File: config.mk
export PLATFORM = sky130hd
export DESIGN_NAME = llr_ctrl
export DESIGN_NICKNAME = d
export VERILOG_FILES = /design/src/llr_pkg.sv /design/src/llr_ctrl.sv
export VERILOG_INCLUDE_DIRS = /design/src
export SDC_FILE = /design/constraint.sdc
export NUM_CORES = 1
export LEC_CHECK = 0
export BUFFER_PORTS_ARGS = -buffer_cell sky130_fd_sc_hd__buf_4
export CORE_MARGIN = 3
export CORE_UTILIZATION = 37
export DETAILED_ROUTE_END_ITERATION = 6
export PLACE_DENSITY = 0.67
export RECOVER_POWER = 100
export SYNTH_ARGS = -nofsm -noshare
export SYNTH_HDL_FRONTEND = slang
export SYNTH_SLANG_ARGS = --single-unit
File: constraint.sdc
create_clock -name CLK_I -period 5.6 [get_ports CLK_I]
set_input_delay 1.12 -clock CLK_I [delete_from_list [all_inputs] [get_ports CLK_I]]
set_output_delay 1.12 -clock CLK_I [all_outputs]
set_load 0.01 [all_outputs]
File: src/llr_defines.svh
// Constants for the LED level register control block
`ifndef LLR_DEFINES_SVH
`define LLR_DEFINES_SVH

// ----------------------------------------
// Register byte offsets
// ----------------------------------------
`define LLR_OFF_SLAVE_ADDR 12'h000
`define LLR_OFF_STATUS 12'h004
`define LLR_OFF_HOLD 12'h008

// ----------------------------------------
// Reset values
// ----------------------------------------
`define LLR_SLAVE_ADDR_RST 7'h1a
`define LLR_PRI_RST 8'h00
`define LLR_CAM_RST 4'h0
`define LLR_AUX_RST 2'h0

// ----------------------------------------
// Control byte field positions
// ----------------------------------------
`define LLR_AUX_LVL_LSB 0
`define LLR_AUX_GPO_MODE_BIT 2
`define LLR_AUX_GPO_VAL_BIT 3
`define LLR_CAM_SER_SEL_BIT 4
`define LLR_CAM_SER_OVR_BIT 5

// ----------------------------------------
// Timing
// ----------------------------------------
`define LLR_CLK_NS 50
`define LLR_SPIKE_NS 50
`define LLR_FILT_CYC (((`LLR_SPIKE_NS) + (`LLR_CLK_NS) - 1) / (`LLR_CLK_NS))
`define LLR_NUM_DATA_BYTES 3

`endif

File: src/llr_pkg.sv
// Types for the LED level register control block
`default_nettype none
package llr_pkg;

  // Serial receive states
  typedef enum logic [1:0] {
    SER_IDLE,
    SER_ADDR,
    SER_DATA,
    SER_SKIP
  } llr_ser_st_t;

  // Charge pump modes
  typedef enum logic [1:0] {
    PUMP_1X,
    PUMP_1P5X,
    PUMP_2X
  } llr_pump_t;

  // Whole state of the block
  typedef struct packed {
    llr_ser_st_t ser_st;
    logic [2:0] bit_cnt;
    logic [7:0] shreg;
    logic [1:0] byte_idx;
    logic pend_ack;
    logic in_ack;
    logic wrote;
    logic scl_d;
    logic sda_d;
    logic sda_oe;
    logic [7:0] hold_pri;
    logic [7:0] hold_cam;
    logic [7:0] hold_aux;
    logic [7:0] act_pri;
    logic [7:0] act_cam;
    logic [7:0] act_aux;
    logic cam_s1;
    logic cam_s2;
    logic cam_filt;
    logic [1:0] filt_cnt;
    llr_pump_t pump;
    logic drop_d;
    logic [6:0] slave_addr;
    logic pready;
    logic [31:0] prdata;
    logic pslverr;
    logic [7:0] pri_lvl;
    logic pri_en;
    logic [3:0] cam_lvl;
    logic cam_en;
    logic [1:0] aux_lvl;
    logic aux_gpo;
    logic aux_gpo_mode;
  } llr_state_t;

endpackage : llr_pkg

`default_nettype wire

File: src/llr_ctrl.sv
// LED level register control: serial level loading, pump mode, register bus
//
// Notes on behaviour
// Primary level is 8-bit, shared by all
// Primary level zero disables primary outputs
// Indicator level is a 2-bit code
// Indicator usable as serially set output
// Indicator never escalates pump mode
// Supply undervoltage forces registers to zero
// Two 4-bit camera levels, high and low
// Camera choice by serial port or pin
// Pin high selects high, low selects low
// Select pin falling edge returns pump 1x
// Camera level zero disables camera outputs
// One data bit per serial clock
// MSB first, sampled on rising clock
// Stop after write loads all levels together
// Dropouts step pump 1x, 1.5x, 2x
// Level update resets pump to 1x
// Power-up clears levels, pump at 1x
// Select pin synchronised and deglitched first
//
// Implementation choices: the register addresses and register access over APB.
`timescale 1ns/1ns
`default_nettype none
`include "llr_defines.svh"

module llr_ctrl (
  input wire logic CLK_I,
  input wire logic RESET_I,
  input wire logic UNDERVOLTAGE_LOCKOUT_I,
  input wire logic SCL_I,
  input wire logic SDA_I,
  output logic SDA_O,
  output logic SDA_OE_O,
  input wire logic CAM_SEL_I,
  input wire logic PRI_DROPOUT_I,
  input wire logic CAM_DROPOUT_I,
  output logic [7:0] PRI_LEVEL_O,
  output logic PRI_EN_O,
  output logic [3:0] CAM_LEVEL_O,
  output logic CAM_EN_O,
  output logic [1:0] AUX_LEVEL_O,
  output logic AUX_GPO_O,
  output logic AUX_GPO_MODE_O,
  output logic [1:0] PUMP_MODE_O,
  input wire logic PSEL,
  input wire logic PENABLE,
  input wire logic PWRITE,
  input wire logic [11:0] PADDR,
  input wire logic [31:0] PWDATA,
  output logic [31:0] PRDATA,
  output logic PREADY,
  output logic PSLVERR
);

  // Whole block state and its next value
  llr_pkg::llr_state_t s_r;
  llr_pkg::llr_state_t s_nxt;

  // Serial line events
  logic start_cond;
  logic stop_cond;
  logic scl_rise;
  logic scl_fall;
  logic load_evt;

  // Camera choice, pin fall and dropout
  logic cam_use_hi;
  logic cam_fall;
  logic drop_now;
  logic [3:0] cam_sel_lvl;

  // Register readback words
  logic [31:0] status_word;
  logic [31:0] hold_word;

  // ----------------------------------------
  // Serial line events
  // ----------------------------------------
  assign start_cond = s_r.scl_d & SCL_I & s_r.sda_d & ~SDA_I;
  assign stop_cond = s_r.scl_d & SCL_I & ~s_r.sda_d & SDA_I;
  assign scl_rise = ~s_r.scl_d & SCL_I;
  assign scl_fall = s_r.scl_d & ~SCL_I;
  assign load_evt = stop_cond & s_r.wrote;

  // ----------------------------------------
  // Camera selection and dropout
  // ----------------------------------------
  // Serial override wins over the pin
  assign cam_use_hi = s_r.act_aux[`LLR_CAM_SER_OVR_BIT] ?
                      s_r.act_aux[`LLR_CAM_SER_SEL_BIT] : s_r.cam_filt;
  assign cam_sel_lvl = cam_use_hi ? s_r.act_cam[7:4] : s_r.act_cam[3:0];
  assign cam_fall = s_r.cam_filt & ~s_r.cam_s2 &
                    (s_r.filt_cnt == 2'(`LLR_FILT_CYC));
  // Indicator has no dropout input at all
  assign drop_now = (PRI_DROPOUT_I & (s_r.act_pri != 8'h00)) |
                    (CAM_DROPOUT_I & (cam_sel_lvl != 4'h0));

  // Readback words, unused bits read zero
  assign status_word = {10'h000,
                        UNDERVOLTAGE_LOCKOUT_I, // Supply low
                        cam_use_hi, // High camera level in use
                        2'(s_r.pump), // Pump mode
                        s_r.act_aux[1:0], // Indicator level field
                        s_r.act_cam, // Both camera levels
                        s_r.act_pri}; // Primary level
  assign hold_word = {8'h00,
                      s_r.hold_aux, // Control byte
                      s_r.hold_cam, // Camera byte
                      s_r.hold_pri}; // Primary byte

  // ----------------------------------------
  // Next state
  // ----------------------------------------
  always_comb begin
    s_nxt = s_r;
    s_nxt.scl_d = SCL_I;
    s_nxt.sda_d = SDA_I;

    // ----------------------------------------
    // Serial receiver
    // ----------------------------------------
    // A start always restarts the address byte
    if (start_cond) begin
      s_nxt.ser_st = llr_pkg::SER_ADDR;
      s_nxt.bit_cnt = 3'h0;
      s_nxt.byte_idx = 2'h0;
      s_nxt.pend_ack = 1'b0;
      s_nxt.in_ack = 1'b0;
      s_nxt.sda_oe = 1'b0;
    end else if (stop_cond) begin
      s_nxt.ser_st = llr_pkg::SER_IDLE;
      s_nxt.pend_ack = 1'b0;
      s_nxt.in_ack = 1'b0;
      s_nxt.sda_oe = 1'b0;
      s_nxt.wrote = 1'b0;
    end else begin
      if (scl_rise && !s_r.in_ack && !s_r.pend_ack) begin
        case (s_r.ser_st)
          llr_pkg::SER_ADDR,
          llr_pkg::SER_DATA: begin
            // One bit per clock, first bit lands at the top
            s_nxt.shreg = {s_r.shreg[6:0], SDA_I};
            s_nxt.bit_cnt = s_r.bit_cnt + 3'h1;
            if (s_r.bit_cnt == 3'h7) begin
              // Address byte: own address and write bit earn an ack
              if (s_r.ser_st == llr_pkg::SER_ADDR) begin
                if ((s_r.shreg[6:0] == s_r.slave_addr) && !SDA_I) begin
                  s_nxt.ser_st = llr_pkg::SER_DATA;
                  s_nxt.pend_ack = 1'b1;
                end else begin
                  s_nxt.ser_st = llr_pkg::SER_SKIP;
                end
              end else begin
                // Data byte: always acked, even past the last register
                s_nxt.pend_ack = 1'b1;
                // Bytes land in holding registers only
                case (s_r.byte_idx)
                  2'h0: s_nxt.hold_pri = {s_r.shreg[6:0], SDA_I};
                  2'h1: s_nxt.hold_cam = {s_r.shreg[6:0], SDA_I};
                  2'h2: s_nxt.hold_aux = {s_r.shreg[6:0], SDA_I};
                  default: s_nxt.hold_aux = s_r.hold_aux;
                endcase
                if (s_r.byte_idx != 2'(`LLR_NUM_DATA_BYTES)) begin
                  s_nxt.byte_idx = s_r.byte_idx + 2'h1;
                end
                s_nxt.wrote = 1'b1;
              end
            end
          end
          llr_pkg::SER_IDLE,
          llr_pkg::SER_SKIP: begin
            s_nxt.bit_cnt = 3'h0;
          end
          default: begin
            s_nxt.ser_st = llr_pkg::SER_IDLE;
          end
        endcase
      end
      // Acknowledge slot: drive low for one clock
      if (scl_fall) begin
        if (s_r.pend_ack) begin
          s_nxt.pend_ack = 1'b0;
          s_nxt.in_ack = 1'b1;
          s_nxt.sda_oe = 1'b1;
        end else if (s_r.in_ack) begin
          s_nxt.in_ack = 1'b0;
          s_nxt.sda_oe = 1'b0;
        end
      end
    end

    // ----------------------------------------
    // Level load
    // ----------------------------------------
    // Transfer all holding registers at once, so levels never tear
    if (load_evt) begin
      s_nxt.act_pri = s_r.hold_pri;
      s_nxt.act_cam = s_r.hold_cam;
      s_nxt.act_aux = s_r.hold_aux;
    end

    // ----------------------------------------
    // Camera select pin
    // ----------------------------------------
    // Two flops then a stability filter; a short spike never moves it
    s_nxt.cam_s1 = CAM_SEL_I;
    s_nxt.cam_s2 = s_r.cam_s1;
    if (s_r.cam_s2 == s_r.cam_filt) begin
      s_nxt.filt_cnt = 2'h0;
    end else if (s_r.filt_cnt == 2'(`LLR_FILT_CYC)) begin
      s_nxt.cam_filt = s_r.cam_s2;
      s_nxt.filt_cnt = 2'h0;
    end else begin
      s_nxt.filt_cnt = s_r.filt_cnt + 2'h1;
    end

    // ----------------------------------------
    // Pump mode
    // ----------------------------------------
    // Resets beat escalation; a held dropout steps only once
    s_nxt.drop_d = drop_now;
    if (load_evt || cam_fall) begin
      s_nxt.pump = llr_pkg::PUMP_1X;
    end else if (drop_now && !s_r.drop_d) begin
      case (s_r.pump)
        llr_pkg::PUMP_1X: s_nxt.pump = llr_pkg::PUMP_1P5X;
        llr_pkg::PUMP_1P5X: s_nxt.pump = llr_pkg::PUMP_2X;
        llr_pkg::PUMP_2X: s_nxt.pump = llr_pkg::PUMP_2X;
        default: s_nxt.pump = llr_pkg::PUMP_1X;
      endcase
    end

    // ----------------------------------------
    // Output stage
    // ----------------------------------------
    // Registered copies so every pin but SDA_O comes from a flop
    s_nxt.pri_lvl = s_r.act_pri;
    s_nxt.pri_en = (s_r.act_pri != 8'h00);
    s_nxt.cam_lvl = cam_sel_lvl;
    s_nxt.cam_en = (cam_sel_lvl != 4'h0);
    s_nxt.aux_gpo_mode = s_r.act_aux[`LLR_AUX_GPO_MODE_BIT];
    s_nxt.aux_gpo = s_r.act_aux[`LLR_AUX_GPO_MODE_BIT] &
                    s_r.act_aux[`LLR_AUX_GPO_VAL_BIT];
    s_nxt.aux_lvl = s_r.act_aux[`LLR_AUX_GPO_MODE_BIT] ? `LLR_AUX_RST :
                    s_r.act_aux[`LLR_AUX_LVL_LSB +: 2];

    // ----------------------------------------
    // Bus slave
    // ----------------------------------------
    // Answer in the first access cycle, ready is a one-cycle pulse
    s_nxt.pready = 1'b0;
    if (PSEL && !PENABLE) begin
      s_nxt.pready = 1'b1;
      s_nxt.pslverr = 1'b0;
      case (PADDR)
        `LLR_OFF_SLAVE_ADDR: s_nxt.prdata = {25'h0000000, s_r.slave_addr};
        `LLR_OFF_STATUS: s_nxt.prdata = status_word;
        `LLR_OFF_HOLD: s_nxt.prdata = hold_word;
        default: begin
          s_nxt.prdata = 32'h00000000;
          s_nxt.pslverr = 1'b1;
        end
      endcase
      // Writes return no data; only the address register takes them
      if (PWRITE) begin
        s_nxt.prdata = 32'h00000000;
        s_nxt.pslverr = (PADDR != `LLR_OFF_SLAVE_ADDR);
      end
    end
    // Address register changes at the completing access edge only
    if (PSEL && PENABLE && s_r.pready && PWRITE && (PADDR == `LLR_OFF_SLAVE_ADDR)) begin
      s_nxt.slave_addr = PWDATA[6:0];
    end

    // ----------------------------------------
    // Undervoltage clear
    // ----------------------------------------
    // Clears every level-side register; the bus address survives
    if (UNDERVOLTAGE_LOCKOUT_I) begin
      s_nxt.ser_st = llr_pkg::SER_IDLE;
      s_nxt.bit_cnt = 3'h0;
      s_nxt.shreg = 8'h00;
      s_nxt.byte_idx = 2'h0;
      s_nxt.pend_ack = 1'b0;
      s_nxt.in_ack = 1'b0;
      s_nxt.wrote = 1'b0;
      s_nxt.sda_oe = 1'b0;
      s_nxt.hold_pri = `LLR_PRI_RST;
      s_nxt.hold_cam = 8'h00;
      s_nxt.hold_aux = 8'h00;
      s_nxt.act_pri = `LLR_PRI_RST;
      s_nxt.act_cam = 8'h00;
      s_nxt.act_aux = 8'h00;
      s_nxt.pump = llr_pkg::PUMP_1X;
      s_nxt.pri_lvl = `LLR_PRI_RST;
      s_nxt.pri_en = 1'b0;
      s_nxt.cam_lvl = `LLR_CAM_RST;
      s_nxt.cam_en = 1'b0;
      s_nxt.aux_lvl = `LLR_AUX_RST;
      s_nxt.aux_gpo = 1'b0;
      s_nxt.aux_gpo_mode = 1'b0;
      // Pin filter and dropout edge start over as well
      s_nxt.cam_s1 = 1'b0;
      s_nxt.cam_s2 = 1'b0;
      s_nxt.cam_filt = 1'b0;
      s_nxt.filt_cnt = 2'h0;
      s_nxt.drop_d = 1'b0;
    end
  end

  // ----------------------------------------
  // State register
  // ----------------------------------------
  always_ff @(posedge CLK_I) begin
    if (RESET_I) begin
      s_r <= '0;
      s_r.slave_addr <= `LLR_SLAVE_ADDR_RST;
      s_r.scl_d <= 1'b1;
      s_r.sda_d <= 1'b1;
      s_r.pump <= llr_pkg::PUMP_1X;
    end else begin
      s_r <= s_nxt;
    end
  end

  // ----------------------------------------
  // Outputs, all from state flops but the tied-low SDA_O
  // ----------------------------------------
  // Open-drain data pin: only the enable moves
  assign SDA_O = 1'b0;
  assign SDA_OE_O = s_r.sda_oe;

  // Level, enable and pump pins
  assign PRI_LEVEL_O = s_r.pri_lvl;
  assign PRI_EN_O = s_r.pri_en;
  assign CAM_LEVEL_O = s_r.cam_lvl;
  assign CAM_EN_O = s_r.cam_en;
  assign AUX_LEVEL_O = s_r.aux_lvl;
  assign AUX_GPO_O = s_r.aux_gpo;
  assign AUX_GPO_MODE_O = s_r.aux_gpo_mode;
  assign PUMP_MODE_O = 2'(s_r.pump);

  // Register bus answer
  assign PRDATA = s_r.prdata;
  assign PREADY = s_r.pready;
  assign PSLVERR = s_r.pslverr;

endmodule : llr_ctrl

`default_nettype wire

== After elaboration in Yosys (flattened, before gate mapping) ==
Index checks and enable logic that the tools add are counted.

* Bitwise logic cells: 23
* Muxes and demuxes: 32
* Reductions and logical operators: 51
* Eq/ne operators: 15
* Add/sub/neg operators: 3

{| class="wikitable"
|+ Operators with widths
! operator !! count
|-
| $pmux 24 s3 || 1
|-
| $mux 34 || 1
|-
| $mux 33 || 1
|-
| $reduce_and 7->1 || 3
|-
| $mux 1 || 18
|-
| $mux 15 || 1
|-
| $and 1x1->1 || 13
|-
| $mux 13 || 1
|-
| $eq 12x3->1 const B || 1
|-
| $eq 12x4->1 const B || 1
|-
| $logic_not 12->1 || 1
|-
| $reduce_and 4->1 || 3
|-
| $reduce_bool 12->1 || 1
|-
| $reduce_bool 3->1 || 4
|-
| $reduce_or 3->1 || 4
|-
| $mux 11 || 1
|-
| $logic_and 1x1->1 || 9
|-
| $not 1->1 || 9
|-
| $eq 2x1->1 const B || 4
|-
| $eq 2x2->1 const B || 4
|-
| $mux 4 || 2
|-
| $reduce_bool 2->1 || 4
|-
| $reduce_bool 8->1 || 1
|-
| $reduce_or 2->1 || 4
|-
| other kinds (19) || 32
|}

* Logic and storage cells: 158
* Register bits: 134

== Longest topological paths before layout ==
Gate-level depths: netlist of the first run.

* Word-level depth: 9
* Gate-level depth with buffers: 7
* Gate-level depth less buffers: 6

== Least setup slack after synthesis of the first run ==
Ideal clock, no wire load.

* Path type: input to register
* Start point: in SCL_I
* End point: reg s_r, in the netlist hold_word[10]
* Data arrival time: 2.491 ns
* Buffers on the path: 1
* Path slack: 3.037 ns
* Stages: 5
* Setup time: 0.072 ns
* Path through: or4b_4 > nor4b_4 > and2_1 > buf_4 > mux2i_1

* Cells in the longest elaborated chain, start to end: 5
* Elaborated cells between the ends (all ways): 11
* Those cells by class: bitwise: 8; reduce/logical: 3

{| class="wikitable"
|+ RTL lines
! what !! line !! text
|-
| from (decl) || llr_ctrl.sv:32 || <nowiki>input wire logic SCL_I,</nowiki>
|-
| $and 1x1->1 || llr_ctrl.sv:81, llr_ctrl.sv:82 ||
|-
| $and 1x1->1 (on tied branches) (2 in series) || llr_ctrl.sv:81, llr_ctrl.sv:82 ||
|-
| $not 1->1 (no line) || -- ||
|-
| $reduce_and 7->1 (no line) * || -- ||
|-
| to (signal assigned) || llr_ctrl.sv:324 || <nowiki>s_r <= s_nxt;</nowiki>
|-
| to (decl) || llr_ctrl.sv:58 || <nowiki>llr_pkg::llr_state_t s_r;</nowiki>
|}

Every way passes the cells marked *; elsewhere a longest branch is shown, timed or not.
A chain may end at the register's enable or synchronous reset.

== Worst setup path in the final report of the first run ==
* Start point: in SCL_I
* End point: reg s_r, in the netlist hold_word[23]

Same word-level chain as after synthesis.

==> flow_metrics.py, run 1 <==
metrics = {
    "cts": {
        "cts_repair_resize_count": 0,
        "cts.hold.buffers_added": 0,
        "path_clk_slew_ns": 0.05,
        "post-cts-setup-buffers": 0,
        "cts_max_level": 4,
        "max-clock-path-buffers": 2,
        "worstSkewPairLatency_ns": 0.42,
        "cts_tree": "built",
        "cts_inserted_buffers": 17,
        "ctsRootBufferMaster": "sky130_fd_sc_hd__clkbuf_16",
        "clock_sink_count": 125,
    },
    "routing": {
        "drt_first_pass_iters": 4,
        "drt_iter0_drc": 247,
        "detail_route.drc_violations": 0,
        "wl_per_cell_um": 14.79,
        "routed_wirelength_mm": 11.79,
        "detail-route-antenna-nets": 0,
        "vias_per_cell": 5.084,
        "num_vias": 4052,
    },
    "yosys": {
        "yosys_warnings": 0,
        "synth.cell_area_mm2": 0.005343,
        "yosys.cell_types.count": 54,
        "synth_enable_flop_cells": 0,
        "ys_async_sr_fraction": 0,
        "yosys_register_bits": 125,
        "synth-seq-area-share": 0.4684,
        "avgSynthCellArea_um2": 9.243,
        "synth_cells": 578,
        "postSynth.topFlopCell": "sky130_fd_sc_hd__dfxtp_1",
    },
    "sta": {
        "tightestPinTransition_ns": 1.711,
        "number_of_pins_with_negative_max_slew_slack_in_the_final_report": 45,
        "fin_skew_ns": 0.01042,
        "fin_crit_sh": 0.6817,
        "achievable-frequency_ghz": 0.2619,
        "hold_viol": 0,
        "setup_viol_count_final": 0,
        "max_slew_margin": -0.1407,
        "whs_ns": 0.4258,
        "setup_repair_after_global_routing_missed_its_margin": "false",
        "final.setup.tns_ns": 0,
        "fin_crit_ns": 3.818,
    },
    "die": {
        "design.core.area_mm2": 0.01399,
        "chipWidth_um": 126.2,
        "die_area_mm2": 0.01592,
        "core.rowCount": 43,
        "start_util": 0.3819,
        "die_y_um": 126.2,
        "num_io_pins": 111,
    },
    "critical_path": {
        "cp.buffers_inverters": 1,
        "worstSetupStartpointType": "input pin",
        "rr_startpoint": "s_r[120]",
        "cp.depth": 5,
        "reg2reg_to": "hold_word[23]",
        "cp_cell_sequence": "clkbuf_1, or4b_1, nor4b_1, nand2_1, mux2i_1",
        "crit_start": "SCL_I",
        "r2r_setup_slack_ns": 2.27,
        "timing.reg2reg.worst_path_depth": 4,
        "timing.critical_path.max_delay_family": "simple AND/OR/NAND/NOR gates",
        "cp_slowest_cell": "sky130_fd_sc_hd__nor4b_1",
        "timing_worst_setup_path_type": "input pin to flop",
        "worst_path_largest_cell_delay_ns": 1.18,
        "cp-end-kind": "flop",
        "cp-endpoint": "hold_word[23]",
        "critical_path_peak_fanout": 13,
        "crit_required_ns": 5.93,
        "critical_path_arrival_ns": 4.15,
    },
    "placed_design": {
        "place.gp.congestion": 0.8013,
        "placed_cells": 767,
        "place.detailed.hpwl_mm": 8.363,
        "placed_cell_area_mm2": 0.005718,
        "placement.io_buffers": 76,
    },
    "min_path": {
        "hold_path.class": "flop to flop",
    },
    "cells_and_area": {
        "drive_above_1_share": 0.1037,
        "number_of_antenna_cells_inserted": 0,
        "layout.cells.non_filler": 797,
        "flow.area_growth_from_synthesis_pct": 14.08,
        "stdcell_area_mm2": 0.006095,
        "final.fill_count": 1360,
        "fin_nets": 672,
    },
    "pwr": {
        "total_leakage_power_nw": 2.418,
        "power-per-cell-area_mw_per_mm2": 334.8,
        "vdd_drop_max_uv": 247.6,
    },
    "run_status": {
        "run_status": "finished with violations",
        "violations": "capacitance limit, slew limit",
    },
    "grt": {
        "grt_pass1_wl_mm": 19.49,
        "global_route.peak_usage_layer": "met2",
        "grt_use_met1": 0.1882,
        "grt_antenna_before_repair": 0,
        "grt_util_all_layers": 0.1531,
        "grt_max_degree": 47,
        "globalRoute.totalOverflow": 0,
        "first_global_vias": 3930,
        "globalRouteMet3Util": 0.04792,
        "global_route_track_usage_on_met2": 0.2451,
    },
    "flow_run": {
        "timing.max_cap.violations": 1,
    },
}
[flip-flops by register name, summed over array words and instances, names as in the netlist, 2 cells and up]
register,count
PUMP_MODE_O,2
hold_word,24
s_r,54
PRI_LEVEL_O,8
CAM_LEVEL_O,4
PRDATA,24
AUX_LEVEL_O,2
[logic make-up after synthesis]
group	Yosys count	share of synthesized area
AND/OR/NAND/NOR	198	0.1841
AO/OA/AOI/OAI	104	0.1321
multiplexers	41	0.07705
other	1	0.0007019
buffers and inverters	90	0.09883
adder cells (fa/ha/maj)	11	0.02576
XOR/XNOR	8	0.01312
flip-flops	125	0.4684
[routing by layer]
| layer | part of all wire | vias up | wire length, µm |
|---|---|---|---|
| met3 | 0.065 | 18 | 770 |
| met5 | 0 | - | 0 |
| met1 | 0.44 | 1911 | 5172 |
| li1 | - | 2019 | - |
| met4 | 0.017 | 0 | 195 |
| met2 | 0.48 | 104 | 5652 |
[layout make-up]
cell class / instances / area [µm²] / area share
flip-flops and latches: 125 / 2502 / 0.4106
multi-input cells: 371 / 2322 / 0.3810
clock buffers: 24 / 511.7 / 0.08397
repair buffers: 80 / 409.1 / 0.06713
well taps: 180 / 225.2 / 0.03695
clock inverters: 6 / 82.58 / 0.01355
inverters: 11 / 41.29 / 0.006775
[synth_stat cells (2+ instances only)]
library cell / count / share of area
sky130_fd_sc_hd__nor3_1: 2 / 0.0019
sky130_fd_sc_hd__nor4_1: 7 / 0.0082
sky130_fd_sc_hd__mux2i_1: 40 / 0.075
sky130_fd_sc_hd__a21oi_1: 41 / 0.038
sky130_fd_sc_hd__nand2_2: 2 / 0.0023
sky130_fd_sc_hd__nand2b_1: 3 / 0.0035
sky130_fd_sc_hd__dfxtp_1: 125 / 0.47
sky130_fd_sc_hd__nor2_1: 20 / 0.014
sky130_fd_sc_hd__ha_1: 11 / 0.026
sky130_fd_sc_hd__a221o_1: 14 / 0.026
sky130_fd_sc_hd__a22o_1: 9 / 0.015
sky130_fd_sc_hd__nor3b_1: 2 / 0.0028
sky130_fd_sc_hd__xor2_1: 3 / 0.0049
sky130_fd_sc_hd__or4_1: 3 / 0.0042
sky130_fd_sc_hd__and4b_1: 2 / 0.0037
sky130_fd_sc_hd__nor2b_1: 5 / 0.0059
sky130_fd_sc_hd__nand4_1: 4 / 0.0047
sky130_fd_sc_hd__or2_2: 3 / 0.0035
sky130_fd_sc_hd__xnor2_1: 5 / 0.0082
sky130_fd_sc_hd__nand3_1: 7 / 0.0066
sky130_fd_sc_hd__buf_4: 50 / 0.070
sky130_fd_sc_hd__clkbuf_1: 24 / 0.017
sky130_fd_sc_hd__o21a_1: 4 / 0.0056
sky130_fd_sc_hd__or3_1: 2 / 0.0023
sky130_fd_sc_hd__inv_1: 11 / 0.0077
sky130_fd_sc_hd__nand2_1: 98 / 0.069
sky130_fd_sc_hd__and3_1: 18 / 0.021
sky130_fd_sc_hd__o21ai_0: 16 / 0.015
sky130_fd_sc_hd__and2_1: 12 / 0.014
sky130_fd_sc_hd__o2bb2ai_1: 7 / 0.011
sky130_fd_sc_hd__a311o_1: 3 / 0.0056
sky130_fd_sc_hd__buf_1: 3 / 0.0021
[report_power, final]
part | switching (mW) | internal [mW]
logic | 0.0374 | 0.0220
clock network | 0.370 | 0.718
registers | 0.00141 | 0.893
[per-stage QoR]
stage	setup slack (ns)	power, mW	utilization
floorplan	3.037	0.9500	-
global placement	2.506	0.9732	0.4088
detailed placement	2.460	0.9747	0.4088
CTS	2.898	2.063	0.4513
global route	1.520	2.112	0.4357
finish	1.782	2.041	0.4357
[worst min path at each step]
stage,startpoint,cells past startpoint,endpoint
floorplan,s_r[66],1,s_r[65]
global placement,s_r[66],1,s_r[65]
detailed placement,s_r[66],1,s_r[65]
CTS,s_r[66],1,s_r[65]
global route,s_r[62],1,s_r[62]
finish,s_r[66],1,s_r[65]
[layout by cell type, fill, tap and decap left out, drive strengths merged, types with 11 or more instances in the layout]
master,n
nand2,100
o21ai,16
and2,13
and3,18
clkbuf,76
dfxtp,125
ha,11
mux2i,40
nor2,20
inv,11
buf,28
a21oi,41
a221o,14
Note: power is estimated with default switching activity, not from simulation.
==> inputs of run 2 (changes only) <==
--- a/config.mk
+++ b/config.mk
@@ -6,11 +6,12 @@
 export SDC_FILE = /design/constraint.sdc
 export NUM_CORES = 1
 export LEC_CHECK = 0
+export ABC_AREA = 1
 export BUFFER_PORTS_ARGS = -buffer_cell sky130_fd_sc_hd__buf_4
 export CORE_MARGIN = 3
 export CORE_UTILIZATION = 37
 export DETAILED_ROUTE_END_ITERATION = 6
-export PLACE_DENSITY = 0.67
+export PLACE_DENSITY = 0.69
 export RECOVER_POWER = 100
 export SYNTH_ARGS = -nofsm -noshare
 export SYNTH_HDL_FRONTEND = slang
==> constraint.sdc (replaced) <==
create_clock -name CLK_I -period 3.41 [get_ports CLK_I]
set_input_delay 0.682 -clock CLK_I [delete_from_list [all_inputs] [get_ports CLK_I]]
set_output_delay 0.682 -clock CLK_I [all_outputs]
set_load 0.01 [all_outputs]
==> run 2 against run 1 <==
  * The flow now finishes without violations
  * Final cell count up 17%
  * Clock skew down 0.0035 ns
  * Synthesized cell count up 22%
  * Design area up 2.0%
  * Sequential share of layout area down 0.80 points
  * Core utilization up 0.36 points
  * Highest routed layer unchanged
==> flow_metrics.py, run 2 <==
metrics = {
    "cells_and_area": {
        "final.fill_count": 1458,
        "final_util": 0.4393,
        "largest_register": "s_r",
        "stdcell_area_mm2": 0.006216,
        "number_of_antenna_cells_inserted": 0,
        "most_common_library_cell_in_the_layout_ignoring_fill_and_taps": "sky130_fd_sc_hd__nand2_1",
        "layout.cells.non_filler": 931,
        "fin_nets": 806,
        "mostFrequentLayoutCells": "sky130_fd_sc_hd__nand2_1, sky130_fd_sc_hd__dfxtp_1, sky130_fd_sc_hd__a21oi_1, sky130_fd_sc_hd__inv_1, sky130_fd_sc_hd__nand3_1",
        "flow.area_growth_from_synthesis_pct": 13.87,
        "largest_register_ffs": 54,
        "drive_above_1_share": 0.1105,
    },
    "sta": {
        "setup_repair_after_global_routing_missed_its_margin": "false",
        "max_slew_margin": 0.1639,
        "setup_viol_count_final": 0,
        "fin_crit_sh": 0.7337,
        "fin_skew_ns": 0.006906,
        "fin_crit_ns": 2.502,
        "hold_viol": 0,
        "tightestPinTransition_ns": 1.254,
        "number_of_pins_with_negative_max_slew_slack_in_the_final_report": 0,
        "setup_slack_ns": 0.9082,
        "final.setup.tns_ns": 0,
        "whs_ns": 0.4107,
        "achievable-frequency_ghz": 0.3997,
    },
    "placed_design": {
        "placed_cell_area_mm2": 0.005833,
        "dp_worst_setup_slack_ns": 1.102,
        "placed_cells": 901,
        "placement.io_buffers": 76,
        "place.detailed.hpwl_mm": 9.293,
        "place.gp.congestion": 0.8745,
    },
    "cts": {
        "cts.hold.buffers_added": 0,
        "worstSkewPairLatency_ns": 0.41,
        "max-clock-path-buffers": 2,
        "clock_sink_count": 125,
        "cts_tree": "built",
        "ctsRootBufferMaster": "sky130_fd_sc_hd__clkbuf_16",
        "cts_max_level": 4,
        "post-cts-setup-buffers": 0,
        "path_clk_slew_ns": 0.06,
        "cts_inserted_buffers": 17,
        "cts_repair_resize_count": 0,
    },
    "pwr": {
        "power-per-cell-area_mw_per_mm2": 547.2,
        "finalPower_mw": 3.401,
        "total_leakage_power_nw": 2.351,
        "vdd_drop_max_uv": 332.9,
    },
    "run_status": {
        "run_status": "completed",
    },
    "routing": {
        "drt_first_pass_iters": 5,
        "num_vias": 4523,
        "vias_per_cell": 4.858,
        "drt_iter0_drc": 289,
        "routed_wirelength_mm": 13.00,
        "wl_per_cell_um": 13.96,
        "detail_route.drc_violations": 0,
        "detail-route-antenna-nets": 0,
    },
    "die": {
        "design.core.area_mm2": 0.01415,
        "die_y_um": 127.5,
        "core.rowCount": 43,
        "num_io_pins": 111,
        "die_area_mm2": 0.01625,
        "chipWidth_um": 127.5,
        "start_util": 0.3858,
    },
    "flow_run": {
        "timing.max_cap.violations": 0,
    },
    "yosys": {
        "yosys.cell_types.count": 35,
        "synth_cells": 707,
        "synth_top_cell_by_area": "sky130_fd_sc_hd__dfxtp_1",
        "post_synth_main_area_contributors": "sky130_fd_sc_hd__dfxtp_1, sky130_fd_sc_hd__nand2_1, sky130_fd_sc_hd__a21oi_1, sky130_fd_sc_hd__buf_4, sky130_fd_sc_hd__nand3_1",
        "ys_async_sr_fraction": 0,
        "post-synth-top-count-cell": "sky130_fd_sc_hd__nand2_1",
        "yosys_warnings": 0,
        "synth.cell_area_mm2": 0.005459,
        "synth_top_cells_by_count": "sky130_fd_sc_hd__nand2_1, sky130_fd_sc_hd__dfxtp_1, sky130_fd_sc_hd__a21oi_1",
        "synth-seq-area-share": 0.4584,
        "avgSynthCellArea_um2": 7.721,
        "synth.top_cell.area_share": 0.4584,
        "yosys_register_bits": 125,
        "synth_enable_flop_cells": 0,
        "postSynth.topFlopCell": "sky130_fd_sc_hd__dfxtp_1",
    },
    "critical_path": {
        "worstSetupStartpointType": "input pin",
        "cp-end-kind": "flop",
        "critical_path_arrival_ns": 2.76,
        "critical_path_peak_fanout": 30,
        "timing_worst_setup_path_type": "input pin to flop",
        "crit_required_ns": 3.67,
    },
    "grt": {
        "globalRoute.totalOverflow": 0,
        "grt_antenna_before_repair": 0,
        "first_global_vias": 4183,
        "grt_util_all_layers": 0.1615,
        "grt_pass1_wl_mm": 20.73,
        "grt_max_degree": 31,
    },
    "min_path": {
        "hold_path.class": "flop to flop",
    },
}
==> run 2: cell types whose count changed in the layout (fill, tap and decap cells not counted), moves of 7 or more <==
cell                        previous run  this run
sky130_fd_sc_hd__nor4_1                7         0
sky130_fd_sc_hd__a21oi_1              40        97
sky130_fd_sc_hd__and2_0               11         0
sky130_fd_sc_hd__o2bb2ai_1             7         0
sky130_fd_sc_hd__nor2_1               20        38
sky130_fd_sc_hd__a22o_1                9         0
sky130_fd_sc_hd__nand2_1             100       136
sky130_fd_sc_hd__nand3_1               7        58
sky130_fd_sc_hd__a221o_1              14         0
sky130_fd_sc_hd__and3_1               18         0
sky130_fd_sc_hd__mux2i_1              40         0
sky130_fd_sc_hd__inv_1                11        62
sky130_fd_sc_hd__o21ai_0              16        57
==> run 2: worst max-delay path: stages <==
cell and delay [ns]:
sky130_fd_sc_hd__clkbuf_1 0.90, sky130_fd_sc_hd__nor2_1 0.17, sky130_fd_sc_hd__buf_4 0.28, sky130_fd_sc_hd__inv_1 0.09, sky130_fd_sc_hd__clkbuf_2 0.50, sky130_fd_sc_hd__a21oi_1 0.12
==> run 2: cell families after synthesis <==
family	synth area share
AND/OR/NAND/NOR	0.2026
adder cells (fa/ha/maj)	0.02521
XOR/XNOR	0.003209
other	0.0006869
AO/OA/AOI/OAI	0.1678
buffers and inverters	0.1421
flip-flops	0.4584
==> run 2: area by class of cell <==
type                    instances  area, µm²  area share
flip-flops and latches        125       2502      0.4026
multi-input cells             444       2180      0.3506
clock buffers                  20      466.7     0.07508
repair buffers                 85      447.9     0.07206
inverters                      67      254.0     0.04086
well taps                     180      225.2     0.03623
clock inverters                10      140.1     0.02254
==> run 2: final timing paths <==
check,to,startpoint,slack [ns],depth (start not counted)
hold reg to reg,s_r[65],s_r[66],0.41,2
setup / recovery,CAM_LEVEL_O[3],RESET_I,0.91,6
setup reg to reg,hold_word[1],s_r[135],1.06,9
hold / removal,s_r[65],s_r[66],0.41,2
==> run 2: metal layers <==
layer / wire length [µm] / part of all wire / global-route usage
met1: 5702 / 0.44 / 0.1957
met2: 6294 / 0.48 / 0.2685
met3: 603 / 0.046 / 0.04097
met4: 396 / 0.030 / 0.07508
met5: 0 / 0 / 0
==> run 2: report_power, final <==
group          switching (mW)  internal [mW]  total (mW)
clock                   0.637           1.20        1.83
sequential            0.00275           1.47        1.47
combinational          0.0634         0.0359      0.0993
total                   0.703           2.70        3.40
